[src/rtl/pwm_defs.svh]
// Register map, field positions, reset values and timing counts of the PWM block
`ifndef PWM_DEFS_SVH
`define PWM_DEFS_SVH
`define OFS_MODULE_CONTROL 8'h00
`define OFS_DUTY_STAGING   8'h04
`define OFS_ACTIVE_DUTY    8'h08
`define OFS_TIMER_SELECT   8'h0c
`define OFS_TIMER_CONTROL0 8'h10
`define OFS_PERIOD0        8'h1c
`define OFS_TIMER_COUNT0   8'h28
`define OFS_IRQ_FLAGS      8'h34
`define OFS_PIN_DIRECTION  8'h38
`define OFS_STRIDE         8'h04
`define FLD_MODE_HI        3
`define FLD_MODE_LO        2
`define FLD_DUTY_LOW_HI    5
`define FLD_DUTY_LOW_LO    4
`define FLD_TIMER_RUN      2
`define MODE_PWM_CODE      2'h3
`define RST_CONTROL        6'h00
`define RST_BYTE           8'h00
`define RST_PERIOD         8'hff
`define RST_TCON           7'h00
`define RST_DIRECTION      1'b1
`define PS_LIMIT_1         6'h03
`define PS_LIMIT_4         6'h0f
`define PS_LIMIT_16        6'h3f
`endif

[src/rtl/pwm_pkg.sv]
// Types shared by the PWM block
package pwm_pkg;
  typedef logic [7:0] byte_t;
  typedef logic [9:0] duty_t;
  typedef enum logic [1:0] {PS_1, PS_4, PS_16, PS_16_ALT} prescale_t;
  typedef enum logic {BUS_IDLE, BUS_DATA} bus_state_t;
endpackage

[src/rtl/standard_pwm_generator.sv]
// Standard-mode PWM generator with three period timers and AHB-Lite registers
//
// The AHB-Lite register port and the address map were chosen for this implementation.
`timescale 1ns/1ns
`include "pwm_defs.svh"
module standard_pwm_generator #(
  parameter int NT = 3,
  parameter int AW = 8
) (
  // Clock, reset, sleep gate
  input  wire logic          clk,
  input  wire logic          reset_n,
  input  wire logic          ce,
  // AHB-Lite slave
  input  wire logic          hsel,
  input  wire logic [31:0]   haddr,
  input  wire logic [1:0]    htrans,
  input  wire logic          hwrite,
  input  wire logic [2:0]    hsize,
  input  wire logic [31:0]   hwdata,
  input  wire logic          hready,
  output logic               hreadyout,
  output logic [31:0]        hrdata,
  output logic               hresp,
  // Output pin
  output logic               pwm_output_pin,
  output logic               pin_oe_n
);
  import pwm_pkg::*;

  //////////////////////////////////////////////////////////////////////////////
  // Bus front end
  logic          acc_wr;
  logic          acc_rd;
  logic [AW-1:0] acc_addr;
  logic [31:0]   rdata;
  logic          size_unused;
  assign size_unused = ^hsize;

  ahb_word_port #(.AW(AW)) u_port (
    .clk       (clk),
    .reset_n   (reset_n),
    .ce        (ce),
    .hsel      (hsel),
    .haddr     (haddr),
    .htrans    (htrans),
    .hwrite    (hwrite),
    .hready    (hready),
    .hreadyout (hreadyout),
    .hrdata    (hrdata),
    .hresp     (hresp),
    .acc_wr    (acc_wr),
    .acc_rd    (acc_rd),
    .acc_addr  (acc_addr),
    .rdata     (rdata)
  );

  //////////////////////////////////////////////////////////////////////////////
  // Registers
  logic [5:0]   control_reg;
  byte_t        staging_reg;
  byte_t        active_reg;
  logic [1:0]   latch_reg;
  logic [1:0]   tsel_reg;
  logic [6:0]   tcon_reg   [NT];
  byte_t        period_reg [NT];
  logic [NT-1:0] flag_reg;
  logic         dir_reg;

  logic         pwm_on;
  logic         wr_control;
  logic         wr_staging;
  logic         wr_active;
  logic         wr_tsel;
  logic         wr_flags;
  logic         wr_dir;
  logic [NT-1:0] wr_tcon;
  logic [NT-1:0] wr_period;
  logic [NT-1:0] wr_count;

  assign pwm_on     = control_reg[`FLD_MODE_HI:`FLD_MODE_LO] == `MODE_PWM_CODE;
  assign wr_control = acc_wr && (acc_addr == `OFS_MODULE_CONTROL);
  assign wr_staging = acc_wr && (acc_addr == `OFS_DUTY_STAGING);
  assign wr_active  = acc_wr && (acc_addr == `OFS_ACTIVE_DUTY);
  assign wr_tsel    = acc_wr && (acc_addr == `OFS_TIMER_SELECT);
  assign wr_flags   = acc_wr && (acc_addr == `OFS_IRQ_FLAGS);
  assign wr_dir     = acc_wr && (acc_addr == `OFS_PIN_DIRECTION);

  //////////////////////////////////////////////////////////////////////////////
  // Timers
  byte_t         count   [NT];
  logic [1:0]    phase   [NT];
  logic [NT-1:0] bnd;
  logic [NT-1:0] last;

  for (genvar i = 0; i < NT; i++) begin : g_timer
    assign wr_tcon[i]   = acc_wr && (acc_addr == `OFS_TIMER_CONTROL0 + AW'(i * 4));
    assign wr_period[i] = acc_wr && (acc_addr == `OFS_PERIOD0 + AW'(i * 4));
    assign wr_count[i]  = acc_wr && (acc_addr == `OFS_TIMER_COUNT0 + AW'(i * 4));
    // Postscaler bits 6:3 are stored only
    period_timer #(.CW(8)) u_timer (
      .clk         (clk),
      .reset_n     (reset_n),
      .ce          (ce),
      .run         (tcon_reg[i][`FLD_TIMER_RUN]),
      .prescale    (prescale_t'(tcon_reg[i][1:0])),
      .period      (period_reg[i]),
      .count_wr    (wr_count[i]),
      .count_wdata (hwdata[7:0]),
      .count       (count[i]),
      .phase       (phase[i]),
      .boundary    (bnd[i]),
      .step_last   (last[i])
    );
    always_ff @(posedge clk) begin
      if (!reset_n) begin
        tcon_reg[i]   <= `RST_TCON;
        period_reg[i] <= `RST_PERIOD;
      end else if (ce) begin
        if (wr_tcon[i]) begin
          tcon_reg[i] <= hwdata[6:0];
        end
        if (wr_period[i]) begin
          period_reg[i] <= hwdata[7:0];
        end
      end
    end
    always_ff @(posedge clk) begin
      if (!reset_n) begin
        flag_reg[i] <= 1'b0;
      end else if (ce) begin
        flag_reg[i] <= bnd[i] | (flag_reg[i] & ~(wr_flags & hwdata[i]));
      end
    end
  end

  //////////////////////////////////////////////////////////////////////////////
  // Time base selection
  logic [1:0] sel;
  byte_t      count_sel;
  byte_t      period_sel;
  duty_t      time_base;
  duty_t      duty_active;
  duty_t      duty_staged;
  logic       boundary;
  logic       step_sel;

  assign sel         = (tsel_reg < 2'(NT)) ? tsel_reg : 2'h0;
  assign count_sel   = count[sel];
  assign period_sel  = period_reg[sel];
  assign time_base   = {count_sel, phase[sel]};
  assign boundary    = bnd[sel];
  assign step_sel    = last[sel];
  assign duty_active = {active_reg, latch_reg};
  assign duty_staged = {staging_reg, control_reg[`FLD_DUTY_LOW_HI:`FLD_DUTY_LOW_LO]};

  //////////////////////////////////////////////////////////////////////////////
  // Control and duty registers
  always_ff @(posedge clk) begin
    if (!reset_n) begin
      control_reg <= `RST_CONTROL;
      staging_reg <= `RST_BYTE;
      tsel_reg    <= 2'h0;
      dir_reg     <= `RST_DIRECTION;
    end else if (ce) begin
      if (wr_control) begin
        control_reg <= hwdata[5:0];
      end
      if (wr_staging) begin
        staging_reg <= hwdata[7:0];
      end
      if (wr_tsel) begin
        tsel_reg <= hwdata[1:0];
      end
      if (wr_dir) begin
        dir_reg <= hwdata[0];
      end
    end
  end

  always_ff @(posedge clk) begin
    if (!reset_n) begin
      active_reg <= `RST_BYTE;
      latch_reg  <= 2'h0;
    end else if (ce) begin
      if (pwm_on && boundary) begin
        active_reg <= staging_reg;
        latch_reg  <= control_reg[`FLD_DUTY_LOW_HI:`FLD_DUTY_LOW_LO];
      end else if (wr_active && !pwm_on) begin
        active_reg <= hwdata[7:0];
      end
    end
  end

  //////////////////////////////////////////////////////////////////////////////
  // Pin output
  always_ff @(posedge clk) begin
    if (!reset_n) begin
      pwm_output_pin <= 1'b0;
      pin_oe_n       <= 1'b1;
    end else if (ce) begin
      pin_oe_n <= !(pwm_on && !dir_reg);
      if (!pwm_on) begin
        pwm_output_pin <= 1'b0;
      end else if (boundary) begin
        pwm_output_pin <= duty_staged != 10'h000;
      end else if (step_sel && (time_base + 10'h001 == duty_active)) begin
        // Decided one cycle early so the pin is low while the base equals duty
        pwm_output_pin <= 1'b0;
      end
    end
  end

  //////////////////////////////////////////////////////////////////////////////
  // Read mux
  always_comb begin
    rdata = 32'h0000_0000;
    if (acc_rd) begin
      unique case (acc_addr)
        `OFS_MODULE_CONTROL: rdata = {26'h0, control_reg};
        `OFS_DUTY_STAGING:   rdata = {24'h0, staging_reg};
        `OFS_ACTIVE_DUTY:    rdata = {24'h0, active_reg};
        `OFS_TIMER_SELECT:   rdata = {30'h0, tsel_reg};
        `OFS_IRQ_FLAGS:      rdata = {29'h0, flag_reg};
        `OFS_PIN_DIRECTION:  rdata = {31'h0, dir_reg};
        default: begin
          for (int i = 0; i < NT; i++) begin
            if (acc_addr == `OFS_TIMER_CONTROL0 + AW'(i * 4)) rdata = {25'h0, tcon_reg[i]};
            if (acc_addr == `OFS_PERIOD0 + AW'(i * 4))        rdata = {24'h0, period_reg[i]};
            if (acc_addr == `OFS_TIMER_COUNT0 + AW'(i * 4))   rdata = {24'h0, count[i]};
          end
        end
      endcase
    end
  end

  //////////////////////////////////////////////////////////////////////////////
  // Checks
  chk_pin_release: assert property (@(posedge clk) disable iff (!reset_n)
    (control_reg == 6'h00 && ce) |=> pin_oe_n)
    else $error("pin not released with control zero");

  chk_dir_gate: assert property (@(posedge clk) disable iff (!reset_n)
    (dir_reg && ce) |=> pin_oe_n)
    else $error("pin driven while direction is input");

  chk_duty_latch: assert property (@(posedge clk) disable iff (!reset_n)
    (pwm_on && boundary && ce) |=> duty_active == $past(duty_staged))
    else $error("duty not latched at boundary");

  chk_zero_duty: assert property (@(posedge clk) disable iff (!reset_n)
    (pwm_on && boundary && ce && duty_staged == 10'h000) |=> !pwm_output_pin)
    else $error("pin set with zero duty");

  chk_period_set: assert property (@(posedge clk) disable iff (!reset_n)
    (pwm_on && boundary && ce && duty_staged != 10'h000) |=> pwm_output_pin)
    else $error("pin not set at period start");

  chk_match_clear: assert property (@(posedge clk) disable iff (!reset_n)
    (pwm_on && ce && !boundary && step_sel && time_base + 10'h001 == duty_active)
    |=> !pwm_output_pin)
    else $error("pin not cleared on duty match");

  chk_sleep_hold: assert property (@(posedge clk) disable iff (!reset_n)
    !ce |=> $stable(pwm_output_pin) && $stable(count[0]) && $stable(pin_oe_n))
    else $error("state moved during sleep");

  chk_timer_wrap: assert property (@(posedge clk) disable iff (!reset_n)
    (bnd[0] && ce && !wr_count[0]) |=> count[0] == 8'h00)
    else $error("timer not cleared after period match");

  chk_active_ro: assert property (@(posedge clk) disable iff (!reset_n)
    (pwm_on && wr_active && !boundary) |=> $stable(active_reg))
    else $error("active duty written in pwm mode");

  chk_flag_set: assert property (@(posedge clk) disable iff (!reset_n)
    (bnd[0] && ce) |=> flag_reg[0])
    else $error("match flag not set");

  chk_long_duty: assert property (@(posedge clk) disable iff (!reset_n)
    (pwm_on && ce && !boundary && pwm_output_pin && duty_active > {period_sel, 2'h3})
    |=> pwm_output_pin)
    else $error("pin cleared with duty beyond period");

  chk_mode_off_low: assert property (@(posedge clk) disable iff (!reset_n)
    (!pwm_on && ce) |=> !pwm_output_pin)
    else $error("pin high outside pwm mode");

  chk_mode_off_oe: assert property (@(posedge clk) disable iff (!reset_n)
    (!pwm_on && ce) |=> pin_oe_n)
    else $error("pin driven outside pwm mode");

  chk_oe_follow: assert property (@(posedge clk) disable iff (!reset_n)
    (pwm_on && !dir_reg && ce) |=> !pin_oe_n)
    else $error("pin not driven with direction output");

  chk_pin_low_hold: assert property (@(posedge clk) disable iff (!reset_n)
    (pwm_on && ce && !boundary && !pwm_output_pin) |=> !pwm_output_pin)
    else $error("pin rose inside a period");

  chk_pin_high_hold: assert property (@(posedge clk) disable iff (!reset_n)
    (pwm_on && ce && !boundary && pwm_output_pin &&
     !(step_sel && time_base + 10'h001 == duty_active)) |=> pwm_output_pin)
    else $error("pin fell before duty match");

  chk_active_hold: assert property (@(posedge clk) disable iff (!reset_n)
    (pwm_on && ce && !boundary) |=> $stable(duty_active))
    else $error("active duty moved inside a period");

  chk_latch_hold: assert property (@(posedge clk) disable iff (!reset_n)
    (ce && !(pwm_on && boundary)) |=> $stable(latch_reg))
    else $error("duty low latch moved off boundary");

  chk_staging_write: assert property (@(posedge clk) disable iff (!reset_n)
    (ce && wr_staging) |=> staging_reg == $past(hwdata[7:0]))
    else $error("staging write lost");

  chk_tsel_write: assert property (@(posedge clk) disable iff (!reset_n)
    (ce && wr_tsel) |=> tsel_reg == $past(hwdata[1:0]))
    else $error("timer select write lost");

  chk_period_write: assert property (@(posedge clk) disable iff (!reset_n)
    (ce && wr_period[0]) |=> period_reg[0] == $past(hwdata[7:0]))
    else $error("period write lost");

  chk_timer_hold: assert property (@(posedge clk) disable iff (!reset_n)
    (ce && !tcon_reg[0][`FLD_TIMER_RUN] && !wr_count[0]) |=> $stable(count[0]))
    else $error("stopped timer moved");

  chk_flag_clear: assert property (@(posedge clk) disable iff (!reset_n)
    (ce && wr_flags && hwdata[0] && !bnd[0]) |=> !flag_reg[0])
    else $error("match flag not cleared");

  chk_bus_wait: assert property (@(posedge clk) disable iff (!reset_n)
    (ce && hsel && htrans[1] && hready && hreadyout) |=> !hreadyout)
    else $error("no wait state after address phase");

  cov_full_pulse: cover property (@(posedge clk) disable iff (!reset_n)
    pwm_on && boundary && duty_staged != 10'h000 ##[1:300] !pwm_output_pin);
  cov_zero_duty: cover property (@(posedge clk) disable iff (!reset_n)
    pwm_on && boundary && duty_staged == 10'h000);
  cov_sleep: cover property (@(posedge clk) disable iff (!reset_n)
    pwm_on && !ce ##1 ce);
  cov_pin_on: cover property (@(posedge clk) disable iff (!reset_n)
    !pin_oe_n && pwm_output_pin);
  cov_long_duty: cover property (@(posedge clk) disable iff (!reset_n)
    pwm_on && boundary && duty_staged > {period_sel, 2'h3});

endmodule // standard_pwm_generator

[src/rtl/period_timer.sv]
// One 8-bit period timer with prescaler and 2-bit phase output
`timescale 1ns/1ns
`include "pwm_defs.svh"
module period_timer #(
  parameter int CW = 8
) (
  // Clock and control
  input  wire logic                clk,
  input  wire logic                reset_n,
  input  wire logic                ce,
  input  wire logic                run,
  input  wire pwm_pkg::prescale_t  prescale,
  input  wire logic [CW-1:0]       period,
  // Software access to the count
  input  wire logic                count_wr,
  input  wire logic [CW-1:0]       count_wdata,
  // Time base
  output logic [CW-1:0]            count,
  output logic [1:0]               phase,
  output logic                     boundary,
  output logic                     step_last
);
  import pwm_pkg::*;
  logic [5:0] div_reg;
  logic [5:0] limit;
  logic       tick;
  always_comb begin
    unique case (prescale)
      PS_1:    limit = `PS_LIMIT_1;
      PS_4:    limit = `PS_LIMIT_4;
      default: limit = `PS_LIMIT_16;
    endcase
  end
  always_comb begin
    unique case (prescale)
      PS_1:    phase = div_reg[1:0];
      PS_4:    phase = div_reg[3:2];
      default: phase = div_reg[5:4];
    endcase
  end
  assign tick     = run && (div_reg == limit);
  assign boundary = tick && (count == period);
  assign step_last = run && ((div_reg & (limit >> 2)) == (limit >> 2));
  always_ff @(posedge clk) begin
    if (!reset_n) begin
      div_reg <= 6'h00;
      count   <= {CW{1'b0}};
    end else if (ce) begin
      if (count_wr) begin
        div_reg <= 6'h00;
        count   <= count_wdata;
      end else if (run) begin
        div_reg <= tick ? 6'h00 : div_reg + 6'h01;
        if (boundary) begin
          count <= {CW{1'b0}};
        end else if (tick) begin
          count <= count + {{(CW-1){1'b0}}, 1'b1};
        end
      end
    end
  end
endmodule // period_timer

[src/rtl/ahb_word_port.sv]
// AHB-Lite slave front end with one wait state and registered read data
`timescale 1ns/1ns
module ahb_word_port #(
  parameter int AW = 8
) (
  // Clock and control
  input  wire logic          clk,
  input  wire logic          reset_n,
  input  wire logic          ce,
  // AHB-Lite
  input  wire logic          hsel,
  input  wire logic [31:0]   haddr,
  input  wire logic [1:0]    htrans,
  input  wire logic          hwrite,
  input  wire logic          hready,
  output logic               hreadyout,
  output logic [31:0]        hrdata,
  output logic               hresp,
  // Register access
  output logic               acc_wr,
  output logic               acc_rd,
  output logic [AW-1:0]      acc_addr,
  input  wire logic [31:0]   rdata
);
  import pwm_pkg::*;
  bus_state_t state_reg;
  logic       write_reg;
  assign acc_wr = (state_reg == BUS_DATA) && write_reg;
  assign acc_rd = (state_reg == BUS_DATA) && !write_reg;
  always_ff @(posedge clk) begin
    if (!reset_n) begin
      state_reg <= BUS_IDLE;
      write_reg <= 1'b0;
      acc_addr  <= {AW{1'b0}};
      hreadyout <= 1'b1;
      hrdata    <= 32'h0000_0000;
      hresp     <= 1'b0;
    end else if (ce) begin
      unique case (state_reg)
        BUS_IDLE: begin
          if (hsel && htrans[1] && hready) begin
            state_reg <= BUS_DATA;
            write_reg <= hwrite;
            acc_addr  <= haddr[AW-1:0];
            hreadyout <= 1'b0;
          end
        end
        BUS_DATA: begin
          if (!write_reg) begin
            hrdata <= rdata;
          end
          state_reg <= BUS_IDLE;
          hreadyout <= 1'b1;
        end
      endcase
    end
  end
endmodule // ahb_word_port

[config.mk]
export PLATFORM = sky130hd
export DESIGN_NAME = standard_pwm_generator
export DESIGN_NICKNAME = d
export VERILOG_FILES = /design/src/rtl/pwm_pkg.sv /design/src/rtl/standard_pwm_generator.sv /design/src/rtl/period_timer.sv /design/src/rtl/ahb_word_port.sv
export VERILOG_INCLUDE_DIRS = /design/src /design/src/rtl
export SDC_FILE = /design/constraint.sdc
export NUM_CORES = 1
export LEC_CHECK = 0
export BUFFER_PORTS_ARGS = -buffer_cell sky130_fd_sc_hd__buf_2
export CAP_MARGIN = 20
export CORE_AREA = 2 2 160 162
export DETAILED_ROUTE_END_ITERATION = 10
export DIE_AREA = 0 0 162 164
export PLACE_DENSITY = 0.59
export SETUP_SLACK_MARGIN = 0.3
export SYNTH_ARGS = -nofsm -noshare
export SYNTH_HDL_FRONTEND = slang
export SYNTH_HIERARCHICAL = 1
export SYNTH_SLANG_ARGS = --single-unit
[constraint.sdc]
create_clock -name clk -period 4 [get_ports clk]
set_clock_uncertainty 0.15 [all_clocks]
set_input_delay 0.8 -clock clk [delete_from_list [all_inputs] [get_ports clk]]
set_output_delay 0.8 -clock clk [all_outputs]
set_load 0.01 [all_outputs]
## Word level (Yosys, flattened, before mapping)

Memories as Yosys holds them, arrays and structs flattened.
Index checks and enable logic that the tools add are counted.

| operators by class | value |
|---|---|
| div/mod/pow operators | 0 |
| bitwise operators | 24 |
| $lt $le $gt $ge | 3 |
| equality and inequality tests | 30 |
| shift-type cells | 0 |
| mux-type cells | 89 |
| add/subtract/negate cells | 7 |
| multipliers | 0 |
| reduce and logical (&&, ||, !) cells | 64 |

Operators by type and width:

| operator | count |
|---|---|
| $mux W32 | 9 |
| $pmux W32 S6 | 1 |
| $mux W8 | 19 |
| $eq A8 B6 Y1 const B | 7 |
| $mux W6 | 9 |
| $pmux W6 S2 | 3 |
| $eq A8 B5 Y1 const B | 4 |
| $logic_and A1 B1 Y1 | 32 |
| $mux W1 | 32 |
| $mux W7 | 4 |
| $add A8 B1 Y8 const B | 3 |
| $eq A8 B8 Y1 | 3 |
| $reduce_and A2 Y1 | 11 |
| $add A6 B1 Y6 const B | 3 |
| $and A6 B4 Y6 | 3 |
| $eq A6 B4 Y1 | 3 |
| $eq A6 B6 Y1 | 3 |
| $bmux W8 S2 | 1 |
| $eq A8 B4 Y1 const B | 2 |
| $reduce_and A3 Y1 | 5 |
| $pmux W2 S2 | 3 |
| $add A10 B1 Y10 const B | 1 |
| $eq A10 B10 Y1 | 1 |
| $reduce_bool A10 Y1 | 1 |
| 21 further kinds | 54 |

| word-level totals | value |
|---|---|
| latch bits | 0 |
| memory bits (writable) | 45 |
| bits of input ports | 75 |
| memory bits (read-only) | 0 |
| word-level logic and storage cells | 241 |
| memories | 2 |
| output and inout bits | 36 |
| register bits after elaboration | 117 |

Memories:

| memory | depth | width | read ports | clocked after Yosys merged registers in | write ports | RTL line | RTL |
|---|---|---|---|---|---|---|---|
| period_reg | 3 | 8 | 3 | 0 | 3 | standard_pwm_generator.sv:66 | `byte_t period_reg [NT];` |
| tcon_reg | 3 | 7 | 3 | 0 | 3 | standard_pwm_generator.sv:65 | `logic [6:0] tcon_reg [NT];` |

## Logic depth before layout (Yosys ltp)

Gate-level depths: netlist (run 1).

| depth | value |
|---|---|
| word-level depth | 12 |
| depth in mapped cells | 14 |
| mapped depth without buffers | 12 |

## Cells and area by module

The synthesis (run 1) kept the hierarchy.

Modules (own cells, without submodules):

| module | seq. area each (µm²) | cells an instance | instances | area each (µm²) |
|---|---|---|---|---|
| standard_pwm_generator | 1,991.9 | 546 | 1 | 5,034.8 |
| period_timer | 280.3 | 131 | 3 | 1,013.5 |
| ahb_word_port | 860.8 | 192 | 1 | 1,776.7 |

## Worst setup path before layout (run 1)

OpenSTA, ideal clock, no wires.

| timing | value |
|---|---|
| path kind | register -> register |
| start point | memory tcon_reg[0][0] |
| end point | register pwm_output_pin |
| buffers on the path | 1 |
| arrival | 2,671 ps |
| period minus slack after synthesis | 2,880 ps |
| stages on the path, launching flop included | 13 |
| data required time | 3,791 ps |
| library setup time | 59 ps |
| slack | 1,120 ps |
| path through | edfxtp_1 or3_4 a211oi_4 o211ai_2 buf_2 inv_2 mux2i_1 mux2i_1 nand3_1 a311oi_1 a2111oi_0 nand4_1 o31a_1 |

RTL lines:

| what | RTL line | RTL |
|---|---|---|
| from (decl) | standard_pwm_generator.sv:65 |  |
| to (signal assigned) | standard_pwm_generator.sv:199 | `pwm_output_pin <= 1'b0;` |
| to (signal assigned) | standard_pwm_generator.sv:204 | `pwm_output_pin <= 1'b0;` |
| to (signal assigned) | standard_pwm_generator.sv:206 | `pwm_output_pin <= duty_staged != 10'h000;` |
| to (decl) | standard_pwm_generator.sv:26 | `output logic pwm_output_pin,` |

==> metrics.csv, run 1 <==
stage,metric,value,unit
status,status,completed,
setup_path,timing.critical_path.from_type,flop,
global_route,grt_overflow,0,
routing,post_drt_wl_per_cell,19.9,um
clocking,post_cts_hold_buffer_count,0,
timing,report.final.hold_viol_count,0,
flow_run,max_cap_violations,0,
clocking,path_clk_slew,0.08,ns
yosys,synth.top_cells.by_area,"dfxtp_1 24%, edfxtp_1 14%, mux2i_1 7.4%",
final_layout,layout.core_utilization,0.451,
power,seq_power_share,0.483,
setup_path,critical_path_required,4.18,ns
setup_path,timing.setup.critical_path_class,flop to flop,
yosys,yosysTopAreaCellShare,0.238,
final_layout,final_net_count,1293,
global_route,gr-usage-all-layers,0.235,
place,routabilityCongestion,0.960,
global_route,grt_use_met1,0.322,
place,port-buffer-count,57,
timing,rsz0062_at_grt,false,
setup_path,critical_path_arrival,3.39,ns
timing,setup_tns,0,ns
yosys,ys.warnings.count,6,
floorplan,start_util,0.397,
routing,drt-pass1-iter-count,5,
power,clkPwrFrac,0.458,
timing,setup_violations,0,
clocking,post_cts_resize_count,0,
power,p_sw_frac,0.270,
final_layout,n_antenna_cell,0,
routing,drc,0,
timing,timing_worst_slew_pin_value,0.925,ns
final_layout,commonest_non_fill_non_tap_cell_in_the_layout,nand2_1,
setup_path,critical_path.cell_chain,"mux2i_1, o21ai_0, mux2i_1, mux2i_1, ha_1, xor2_1, xnor2_1, nand2_1, a2111oi_0, nand4_1, o31a_1",
worst_hold_path,path_category_of_the_worst_min_delay_check,flop to flop,
yosys,seq_area_frac_synth,0.375,
timing,timing.final.crit_share,0.801,
global_route,first_pass_grt_wire_length,47800,um
global_route,busiest_layer,met2,
floorplan,ioPinCount,111,
floorplan,die_height,164,um
setup_path,worst-path-max-fanout,6,
power,total_power,3.57,mW
power,internal_power,2.61,mW
yosys,syn-cell-area,0.00985,mm2
timing,timing.final.crit_period,3.20,ns
clocking,numClockSinks,162,
place,hpwlAfterDp,22000,um
clocking,worstSkewPairLatency,0.44,ns
clocking,clk_root_buffer_cell,clkbuf_16,
clocking,cts_tree,done,
floorplan,design.die.area,0.0266,mm2
final_layout,largest_reg_flops,32,
power,switching_pwr,0.965,mW
final_layout,area.growth.synth_to_final,13.7,%
timing,maxClockFrequency,0.312,GHz
final_layout,final_layout_size_suffix_gt1_frac,0.162,
routing,vias_per_cell,5.82,
yosys,synthDominantAreaCellType,dfxtp_1,
yosys,synthArstFlopShare,0,
final_layout,final_cell_mix,"169 x nand2_1, 117 x dfxtp_1, 82 x nor2_1",
yosys,avgSynthCellArea,8.71,um2
yosys,postSynth.topFlopCell,dfxtp_1,
setup_path,worst_path_largest_cell_delay,0.51,ns
power,standby_leakage_power,3.91,nW
yosys,synth_enable_flop_cells,45,
routing,drt.antenna.violating_nets,0,
global_route,grt_pass1_vias,8361,
floorplan,core_area,0.0248,mm2
clocking,max-clock-path-buffers,2,
timing,timing.slew.headroom,0.379,
power,power.density_cell_area,319,mW/mm2
power,comb_power_share,0.060,
global_route,grt_max_degree,54,
setup_path,critical_path.slowest_cell,edfxtp_1,
routing,drt-total-wl,31000,um
setup_path,timing.critical_path.to_type,flop,
global_route,use_met2,0.358,
power,ir_drop,239,uV
yosys,postSynthCellCount,1131,
clocking,cts-buffers-inserted,17,
timing,fin_worst_hold_slack,0.312,ns
setup_path,crit_top_cell,mux2i_1,
floorplan,number_of_core_rows,58,
yosys,yosys_register_bits,162,
floorplan,die_x,162,um
clocking,postCtsSetupRepairBufs,0,
timing,drv_slew,0,
routing,num_vias,9051,
yosys,synth.lib_cells_used.distinct,79,
global_route,globalRouteMet3Util,0.0442,
clocking,htree_levels,4,
routing,dr.first_iter.drc_count,763,
global_route,initial_antenna_violation_count,0,
[final timing paths]
kind / slack, ns / depth (start not counted) / startpoint / to
max: 0.80 / 11 / tcon_reg[2][0] / pwm_output_pin
min: 0.31 / 2 / u_port/hrdata[14] / u_port/hrdata[14]
max reg2reg: 0.80 / 11 / tcon_reg[2][0] / pwm_output_pin
min reg2reg: 0.31 / 2 / u_port/hrdata[14] / u_port/hrdata[14]
[kinds of logic after synthesis]
| kind of cell | share of synthesized area |
|---|---|
| AO/OA/AOI/OAI | 0.187 |
| AND/OR/NAND/NOR | 0.258 |
| adder cells (fa/ha/maj) | 0.00889 |
| multiplexers | 0.0827 |
| other | 0.000762 |
| XOR/XNOR | 0.0462 |
| flip-flops | 0.375 |
| buffers and inverters | 0.0415 |
[through the flow]
step           setup WS [ns]  std cells  cell area, um2
6_report               0.796       1554           11200
5_1_grt                0.518       1554           11200
4_1_cts                0.800       1554           11200
3_5_place_dp           0.805       1522           10600
3_3_place_gp           0.791       1522           10600
2_1_floorplan           1.12       1154            9940
[area by class of cell]
class                   instances  area, um2
clock inverters                15        163
flip-flops and latches        162       3690
fillers                      2527      13600
multi-input cells             914       5840
inverters                      15       56.3
clock buffers                  17        425
well taps                     330        413
repair buffers                101        618
[power groups by stage]
stage	clock network, mW	logic (mW)	registers, mW
6_report	1.63	0.213	1.72
5_1_grt	1.73	0.229	1.73
4_1_cts	1.66	0.210	1.72
3_5_place_dp	0	0.210	1.76
3_3_place_gp	0	0.209	1.76
2_1_floorplan	0	0.122	1.75
[per-layer routing]
layer	wire length [um]	vias up
li1	-	4253
met1	13600	4294
met5	0	-
met3	2440	92
met4	1360	0
met2	13600	412
[Yosys cell counts (11+ instances only)]
cell type / n
a21oi_1: 46
o21ai_1: 14
xnor2_1: 12
nor3_1: 22
or3_1: 34
nor2b_1: 31
nand3_1: 38
a22oi_1: 18
o21a_1: 11
mux2i_1: 73
nand4_1: 20
nor2_1: 82
a21boi_2: 30
clkbuf_1: 29
inv_1: 12
xor2_1: 40
buf_6: 11
and3_1: 18
buf_2: 15
and2_1: 35
dfxtp_1: 117
a31oi_1: 14
edfxtp_1: 45
nand2_1: 169
a32oi_1: 13
o21ai_0: 46
[worst max-delay path: cells and delay by family, from the launching register on]
family / cells / cell delay [ns]
AOI/OAI and AO/OA: 3 / 0.97
xor gates and xnor gates: 2 / 0.33
adders and majority gates: 1 / 0.32
DFF: 1 / 0.51
muxes: 3 / 0.61
and+or+nand+nor: 2 / 0.21
(Power assumes the default switching activity.)
==> run 2: changes to the inputs <==
--- a/config.mk
+++ b/config.mk
@@ -6,12 +6,13 @@
 export SDC_FILE = /design/constraint.sdc
 export NUM_CORES = 1
 export LEC_CHECK = 0
+export ABC_AREA = 1
 export BUFFER_PORTS_ARGS = -buffer_cell sky130_fd_sc_hd__buf_2
 export CAP_MARGIN = 20
 export CORE_AREA = 2 2 160 162
 export DETAILED_ROUTE_END_ITERATION = 10
 export DIE_AREA = 0 0 162 164
-export PLACE_DENSITY = 0.59
+export PLACE_DENSITY = 0.61
 export SETUP_SLACK_MARGIN = 0.3
 export SYNTH_ARGS = -nofsm -noshare
 export SYNTH_HDL_FRONTEND = slang
==> constraint.sdc (replaced) <==
create_clock -name clk -period 2.9 [get_ports clk]
set_clock_uncertainty 0.15 [all_clocks]
set_input_delay 0.58 -clock clk [delete_from_list [all_inputs] [get_ports clk]]
set_output_delay 0.58 -clock clk [all_outputs]
set_load 0.01 [all_outputs]
==> run 2 against run 1 <==
First-iteration DRC count rose by 19%. Critical path depth increased by 8. Critical endpoint unchanged. Critical path type unchanged. Via count increased by 4.2%. Largest power group unchanged. Global-route usage is 0.55 points lower. Final area grew 1.9%. Sequential cell count did not move. Sequential power up 37%. Final cell count up 19%.
==> metrics.csv, run 2 <==
stage,metric,value,unit,change
timing,setup_violations,0,,unchanged
routing,drt.antenna.violating_nets,0,,unchanged
global_route,grt_overflow,0,,unchanged
yosys,postSynthCellCount,1388,,"was 1,131"
floorplan,die_height,164,um,unchanged
setup_path,worst-path-max-fanout,3,,was 6
setup_path,timing.rr.start,tcon_reg[1][0],,was tcon_reg[2][0]
clocking,post_cts_hold_buffer_count,0,,unchanged
final_layout,final_cell_mix,"324 x nand2_1, 163 x nor2_1, 151 x inv_1",,"was 169 x nand2_1, 117 x dfxtp_1, 82 x nor2_1"
setup_path,critical_path_arrival,2.86,ns,was 3.39 ns
yosys,synth_enable_flop_cells,45,,unchanged
flow_run,max_cap_violations,0,,unchanged
global_route,grt_max_degree,109,,was 54
floorplan,ioPinCount,111,,unchanged
final_layout,area.growth.synth_to_final,17.0,%,was 13.7%
yosys,synth.top_cells.by_area,"dfxtp_1 24%, edfxtp_1 14%, nand2_1 13%",,"was dfxtp_1 24%, edfxtp_1 14%, mux2i_1 7.4%"
clocking,cts_tree,done,,unchanged
yosys,avgSynthCellArea,7.03,um2,was 8.71 um2
place,hpwlAfterDp,21200,um,"was 22,000 um"
final_layout,n_antenna_cell,0,,unchanged
setup_path,critical_path_required,3.06,ns,was 4.18 ns
place,port-buffer-count,57,,unchanged
power,internal_power,3.65,mW,was 2.61 mW
final_layout,layout.core_utilization,0.460,,was 0.451
floorplan,core_area,0.0248,mm2,unchanged
routing,vias_per_cell,5.11,,was 5.82
timing,timing.final.crit_share,0.930,,was 0.801
power,ir_drop,340,uV,was 239 uV
global_route,grt_pass1_vias,8605,,"was 8,361"
clocking,clk_root_buffer_cell,clkbuf_16,,unchanged
setup_path,cp_launch_point,tcon_reg[1][0],,was tcon_reg[2][0]
yosys,synth.top_cells.by_count,"330 x nand2_1, 165 x nor2_1, 152 x inv_1",,"was 169 x nand2_1, 117 x dfxtp_1, 82 x nor2_1"
routing,drt-pass1-iter-count,6,,was 5
timing,timing.slew.headroom,0.542,,was 0.379
timing,report.final.hold_viol_count,0,,unchanged
timing,timing.final.crit_period,2.70,ns,was 3.20 ns
setup_path,reg2reg_depth,19,,was 11
yosys,yosys_register_bits,162,,unchanged
final_layout,final_layout_size_suffix_gt1_frac,0.199,,was 0.162
clocking,cts-buffers-inserted,17,,unchanged
yosys,ys.warnings.count,6,,unchanged
power,comb_power_share,0.070,,was 0.060
power,power.density_cell_area,444,mW/mm2,was 319 mW/mm2
floorplan,design.die.area,0.0266,mm2,unchanged
power,switching_pwr,1.41,mW,was 0.965 mW
floorplan,number_of_core_rows,58,,unchanged
routing,post_drt_wl_per_cell,16.3,um,was 19.9 um
floorplan,start_util,0.393,,was 0.397
clocking,worstSkewPairLatency,0.44,ns,about the same
clocking,path_clk_slew,0.07,ns,was 0.08 ns
power,seq_power_share,0.467,,was 0.483
yosys,synthArstFlopShare,0,,unchanged
final_layout,n_fill_cell,2571,,"was 2,527"
final_layout,largest_reg_flops,32,,unchanged
place,place_area,0.0106,mm2,about the same
yosys,synthDominantAreaCellType,dfxtp_1,,unchanged
routing,num_vias,9435,,"was 9,051"
setup_path,endpoint,pwm_output_pin,,unchanged
timing,maxClockFrequency,0.371,GHz,was 0.312 GHz
routing,drc,0,,unchanged
timing,fin_worst_hold_slack,0.307,ns,was 0.312 ns
yosys,synthMostInstantiatedCell,nand2_1,,unchanged
clocking,numClockSinks,162,,unchanged
power,clkPwrFrac,0.464,,was 0.458
clocking,htree_levels,4,,unchanged
power,standby_leakage_power,5.15,nW,was 3.91 nW
yosys,yosysTopAreaCellShare,0.240,,was 0.238
final_layout,commonest_non_fill_non_tap_cell_in_the_layout,nand2_1,,unchanged
global_route,initial_antenna_violation_count,0,,unchanged
timing,rsz0062_at_grt,true,,was false
setup_path,r2r_setup_slack,0.20,ns,was 0.80 ns
final_layout,final_net_count,1585,,"was 1,293"
routing,dr.first_iter.drc_count,910,,was 763
setup_path,timing.setup.critical_path_class,flop to flop,,unchanged
status,status,completed,,unchanged
place,routabilityCongestion,0.979,,was 0.960
power,p_sw_frac,0.279,,was 0.270
clocking,max-clock-path-buffers,2,,unchanged
timing,drv_slew,0,,unchanged
setup_path,worstReg2RegEnd,pwm_output_pin,,unchanged
final_layout,fin_area,0.0114,mm2,was 0.0112 mm2
timing,timing_worst_slew_pin_value,0.685,ns,was 0.925 ns
yosys,syn-cell-area,0.00976,mm2,was 0.00985 mm2
worst_hold_path,path_category_of_the_worst_min_delay_check,primary input to flop,,was flop to flop
setup_path,timing.critical_path.from_type,flop,,unchanged
floorplan,die_x,162,um,unchanged
setup_path,timing.critical_path.to_type,flop,,unchanged
global_route,gr-usage-all-layers,0.229,,was 0.235
global_route,first_pass_grt_wire_length,47100,um,"was 47,800 um"
routing,drt-total-wl,30200,um,"was 31,000 um"
yosys,synth.lib_cells_used.distinct,51,,was 79
yosys,seq_area_frac_synth,0.379,,was 0.375
yosys,postSynth.topFlopCell,dfxtp_1,,unchanged
## run 2: changes by cell type after synthesis, sizes merged, moves of 37 or more
| cell | before | now |
|---|---|---|
| nand3 | 38 | 124 |
| nand2 | 169 | 362 |
| o21ai | 60 | 102 |
| mux2i | 76 | 2 |
| or3 | 37 | 0 |
| nor2 | 84 | 205 |
| inv | 15 | 170 |
## run 2: routing by layer
layer	share of wire	track usage
met2	0.44	0.358
met3	0.055	0.0379
met4	0.035	0.0901
met1	0.47	0.317
met5	0	0
## run 2: metrics by stage
step | TNS (ns) | worst slack, ns | power, mW | cells
after floorplan | 0 | 0.480 | 2.61 | 1411
after global placement | 0 | 0.149 | 2.75 | 1799
after detailed placement | 0 | 0.173 | 2.75 | 1799
after CTS | 0 | 0.265 | 5.09 | 1841
after global routing | -0.0256 | -0.0256 | 5.22 | 1846
final | 0 | 0.202 | 5.07 | 1846
## run 2: kinds of logic after synthesis
logic type                 count (synthesis)  synth area share
xor gates and xnor gates                  38            0.0341
muxes                                      2           0.00205
other                                      2          0.000770
AOI/OAI and AO/OA                        220             0.133
DFF                                      162             0.379
buffers and inverters                    218            0.0982
and+or+nand+nor                          739             0.344
adders and majority gates                  7           0.00898
## run 2: cell type report
| class | count | area, um2 | share of cell area |
|---|---|---|---|
| clock buffer | 18 | 450 | 0.0395 |
| clock inverter | 14 | 156 | 0.0137 |
| inverter | 176 | 666 | 0.0583 |
| multi-input combinational | 1031 | 5280 | 0.463 |
| sequential | 162 | 3690 | 0.324 |
| tap | 330 | 413 | 0.0362 |
| timing repair buffer | 115 | 753 | 0.0660 |
## run 2: timing repair
item,in CTS,in global routing
endpoints found under the hold margin,0,0
pin swaps,15,2
endpoints found under the setup margin,2,37
setup buffers,10,5
gates resized for setup,12,15
## run 2: how the worst min path moves through the flow
stage | from | cells after the start | end | slack, ns
after CTS | haddr[0] | 5 | u_port/acc_addr[0] | 0.30
after floorplan | latch_reg[0] | 2 | latch_reg[0] | 0.30
final | haddr[0] | 5 | u_port/acc_addr[0] | 0.31
after global placement | pin_oe_n | 2 | pin_oe_n | 0.30
after global routing | haddr[4] | 5 | u_port/acc_addr[4] | 0.32
after detailed placement | pin_oe_n | 2 | pin_oe_n | 0.31
## run 2: power by group through the flow
stage	registers [mW]	clock network [mW]	logic [mW]
after CTS	2.36	2.38	0.341
after floorplan	2.42	0	0.190
after global placement	2.42	0	0.331
after global routing	2.37	2.47	0.381
final	2.36	2.35	0.353
after detailed placement	2.42	0	0.335
## run 2: critical path: stages, from the launching register on
cell	delay, ns
edfxtp_1	0.49
buf_4	0.18
nand3_1	0.07
o211ai_1	0.10
nand3_1	0.14
nand2_1	0.09
nand2_2	0.07
nand2_2	0.09
ha_4	0.28
nor2_1	0.04
nor2_1	0.08
nand3_1	0.07
nor2_1	0.10
nand3_1	0.08
nor2_1	0.10
nand3_1	0.08
nor2_1	0.10
nand4_1	0.13
nand2_1	0.10
a21oi_1	0.06
==> run 3: changes to the inputs <==
--- a/config.mk
+++ b/config.mk
@@ -13,6 +13,7 @@
 export DETAILED_ROUTE_END_ITERATION = 10
 export DIE_AREA = 0 0 162 164
 export PLACE_DENSITY = 0.61
+export RECOVER_POWER = 25
 export SETUP_SLACK_MARGIN = 0.3
 export SYNTH_ARGS = -nofsm -noshare
 export SYNTH_HDL_FRONTEND = slang
==> run 3 against run 2 <==
Non-clock buffer count stayed put. Worst hold slack lost 0.0037 ns. Fmax rose by 0.76%. Count of clock-buffer cells in the layout unchanged. Critical path type unchanged. Critical endpoint unchanged. Largest cell class unchanged. Highest routed layer unchanged.
==> metrics.csv, run 3 (synthesis gave the netlist of run 2 again) <==
stage,metric,value,unit,change
routing,post_drt_wl_per_cell,16.3,um,about the same
flow_run,max_cap_violations,0,,unchanged
final_layout,fin_cells,1846,,unchanged
place,place.detailed.instances,1799,,unchanged
global_route,initial_antenna_violation_count,0,,unchanged
power,total_power,5.07,mW,about the same
place,port-buffer-count,57,,unchanged
setup_path,critical_path_arrival,2.84,ns,was 2.86 ns
status,status,completed,,unchanged
clocking,post_cts_hold_buffer_count,0,,unchanged
final_layout,final_cell_mix,"325 x nand2_1, 164 x nor2_1, 151 x inv_1",,"was 324 x nand2_1, 163 x nor2_1, 151 x inv_1"
timing,timing_worst_slew_pin_value,1.19,ns,was 0.685 ns
setup_path,cp_launch_point,tcon_reg[1][1],,was tcon_reg[1][0]
clocking,cts_tree,done,,unchanged
routing,num_vias,9428,,"was 9,435"
worst_hold_path,path_category_of_the_worst_min_delay_check,primary input to flop,,unchanged
setup_path,worst-path-max-fanout,5,,was 3
place,hpwlAfterDp,21200,um,unchanged
global_route,grt_max_degree,109,,unchanged
final_layout,fin_area,0.0114,mm2,about the same
clocking,cts-buffers-inserted,17,,unchanged
worst_hold_path,hold_start,haddr[0],,unchanged
floorplan,start_util,0.393,,unchanged
timing,rsz0062_at_grt,true,,unchanged
timing,timing.final.crit_period,2.68,ns,was 2.70 ns
global_route,grt_pass1_vias,8605,,unchanged
power,ir_drop,344,uV,was 340 uV
place,routabilityCongestion,0.979,,unchanged
final_layout,final_layout_size_suffix_gt1_frac,0.179,,was 0.199
final_layout,commonest_non_fill_non_tap_cell_in_the_layout,nand2_1,,unchanged
routing,vias_per_cell,5.11,,about the same
routing,drt.antenna.violating_nets,0,,unchanged
global_route,gr-usage-all-layers,0.229,,unchanged
routing,drt-pass1-iter-count,7,,was 6
setup_path,timing.setup.critical_path_class,flop to flop,,unchanged
setup_path,timing.rr.start,tcon_reg[1][1],,was tcon_reg[1][0]
routing,drc,0,,unchanged
power,standby_leakage_power,5.04,nW,was 5.15 nW
final_layout,layout.core_utilization,0.458,,was 0.460
floorplan,design.die.area,0.0266,mm2,unchanged
setup_path,critical_path_required,3.07,ns,was 3.06 ns
timing,report.final.hold_viol_count,0,,unchanged
timing,timing.slew.headroom,0.206,,was 0.542
timing,maxClockFrequency,0.373,GHz,was 0.371 GHz
final_layout,final_net_count,1585,,unchanged
clocking,htree_levels,4,,unchanged
final_layout,n_antenna_cell,0,,unchanged
floorplan,core_area,0.0248,mm2,unchanged
setup_path,timing.critical_path.to_type,flop,,unchanged
floorplan,number_of_core_rows,58,,unchanged
global_route,grt_overflow,0,,unchanged
global_route,first_pass_grt_wire_length,47100,um,unchanged
power,power.density_cell_area,446,mW/mm2,was 444 mW/mm2
final_layout,n_fill_cell,2585,,"was 2,571"
clocking,path_clk_slew,0.07,ns,about the same
timing,timing.final.crit_share,0.923,,was 0.930
routing,drt-total-wl,30100,um,"was 30,200 um"
timing,setup_violations,0,,unchanged
floorplan,die_x,162,um,unchanged
setup_path,timing.critical_path.from_type,flop,,unchanged
floorplan,ioPinCount,111,,unchanged
final_layout,largest_reg_flops,32,,unchanged
final_layout,area.growth.synth_to_final,16.5,%,was 17.0%
floorplan,die_height,164,um,unchanged
clocking,clk_root_buffer_cell,clkbuf_16,,unchanged
clocking,max-clock-path-buffers,2,,unchanged
timing,drv_slew,0,,unchanged
place,place_area,0.0106,mm2,unchanged
clocking,numClockSinks,162,,unchanged
routing,dr.first_iter.drc_count,960,,was 910
clocking,worstSkewPairLatency,0.44,ns,about the same
[run 3: what timing repair did]
action                                  in CTS  in global routing
gates resized for setup                     12                 15
cloned                                       0                  0
setup buffers                               10                  5
endpoints found under the setup margin       2                 37
pin swaps                                   15                  2
endpoints found under the hold margin        0                  0
[run 3: layout make-up]
cell class                 instances  area, um2  area share
clock buffer                      18        450      0.0396
timing repair buffer             115        717      0.0631
multi-input combinational       1031       5270       0.464
sequential                       162       3690       0.325
clock inverter                    14        156      0.0138
inverter                         176        666      0.0586
tap                              330        413      0.0363
[run 3: worst paths after layout]
check	to	slack [ns]	cells after the start
worst max-delay path	pwm_output_pin	0.22	20
worst min-delay path	u_port/acc_addr[0]	0.30	5
worst max register to register	pwm_output_pin	0.22	20
worst min register to register	flag_reg[2]	0.33	2
[run 3: power by group]
part | internal [mW] | switching (mW) | leakage [nW] | total (mW)
registers | 2.34 | 0.0204 | 1.32 | 2.36
clock network | 1.21 | 1.14 | 0.295 | 2.35
logic | 0.0960 | 0.254 | 3.42 | 0.350
total | 3.65 | 1.42 | 5.04 | 5.07
[run 3: worst max-delay path, cell delays in order, from the launching register on]
cell      delay (ns)
edfxtp_1        0.47
buf_6           0.16
inv_2           0.04
nand3_1         0.06
o211ai_1        0.10
nand3_1         0.13
nand2_1         0.08
nand2_2         0.07
nand2_2         0.09
ha_4            0.27
nor2_1          0.04
nor2_1          0.07
nand3_1         0.07
nor2_1          0.10
nand3_1         0.07
nor2_1          0.09
nand3_1         0.08
nor2_1          0.11
nand4_1         0.13
nand2_1         0.10
a21oi_1         0.06
[run 3: per-stage QoR]
step | worst slack [ns] | hold WS [ns] | setup TNS (ns)
after floorplan | 0.480 | 0.295 | 0
after global placement | 0.149 | 0.304 | 0
after detailed placement | 0.173 | 0.311 | 0
after CTS | 0.265 | 0.302 | 0
after global routing | -0.0256 | 0.318 | -0.0256
final | 0.222 | 0.304 | 0
[run 3: per-layer routing]
| layer | global-route usage | routed length (um) |
|---|---|---|
| met1 | 0.317 | 13600 |
| met2 | 0.358 | 13400 |
| met3 | 0.0379 | 2130 |
| met4 | 0.0901 | 1030 |
| met5 | 0 | 0 |
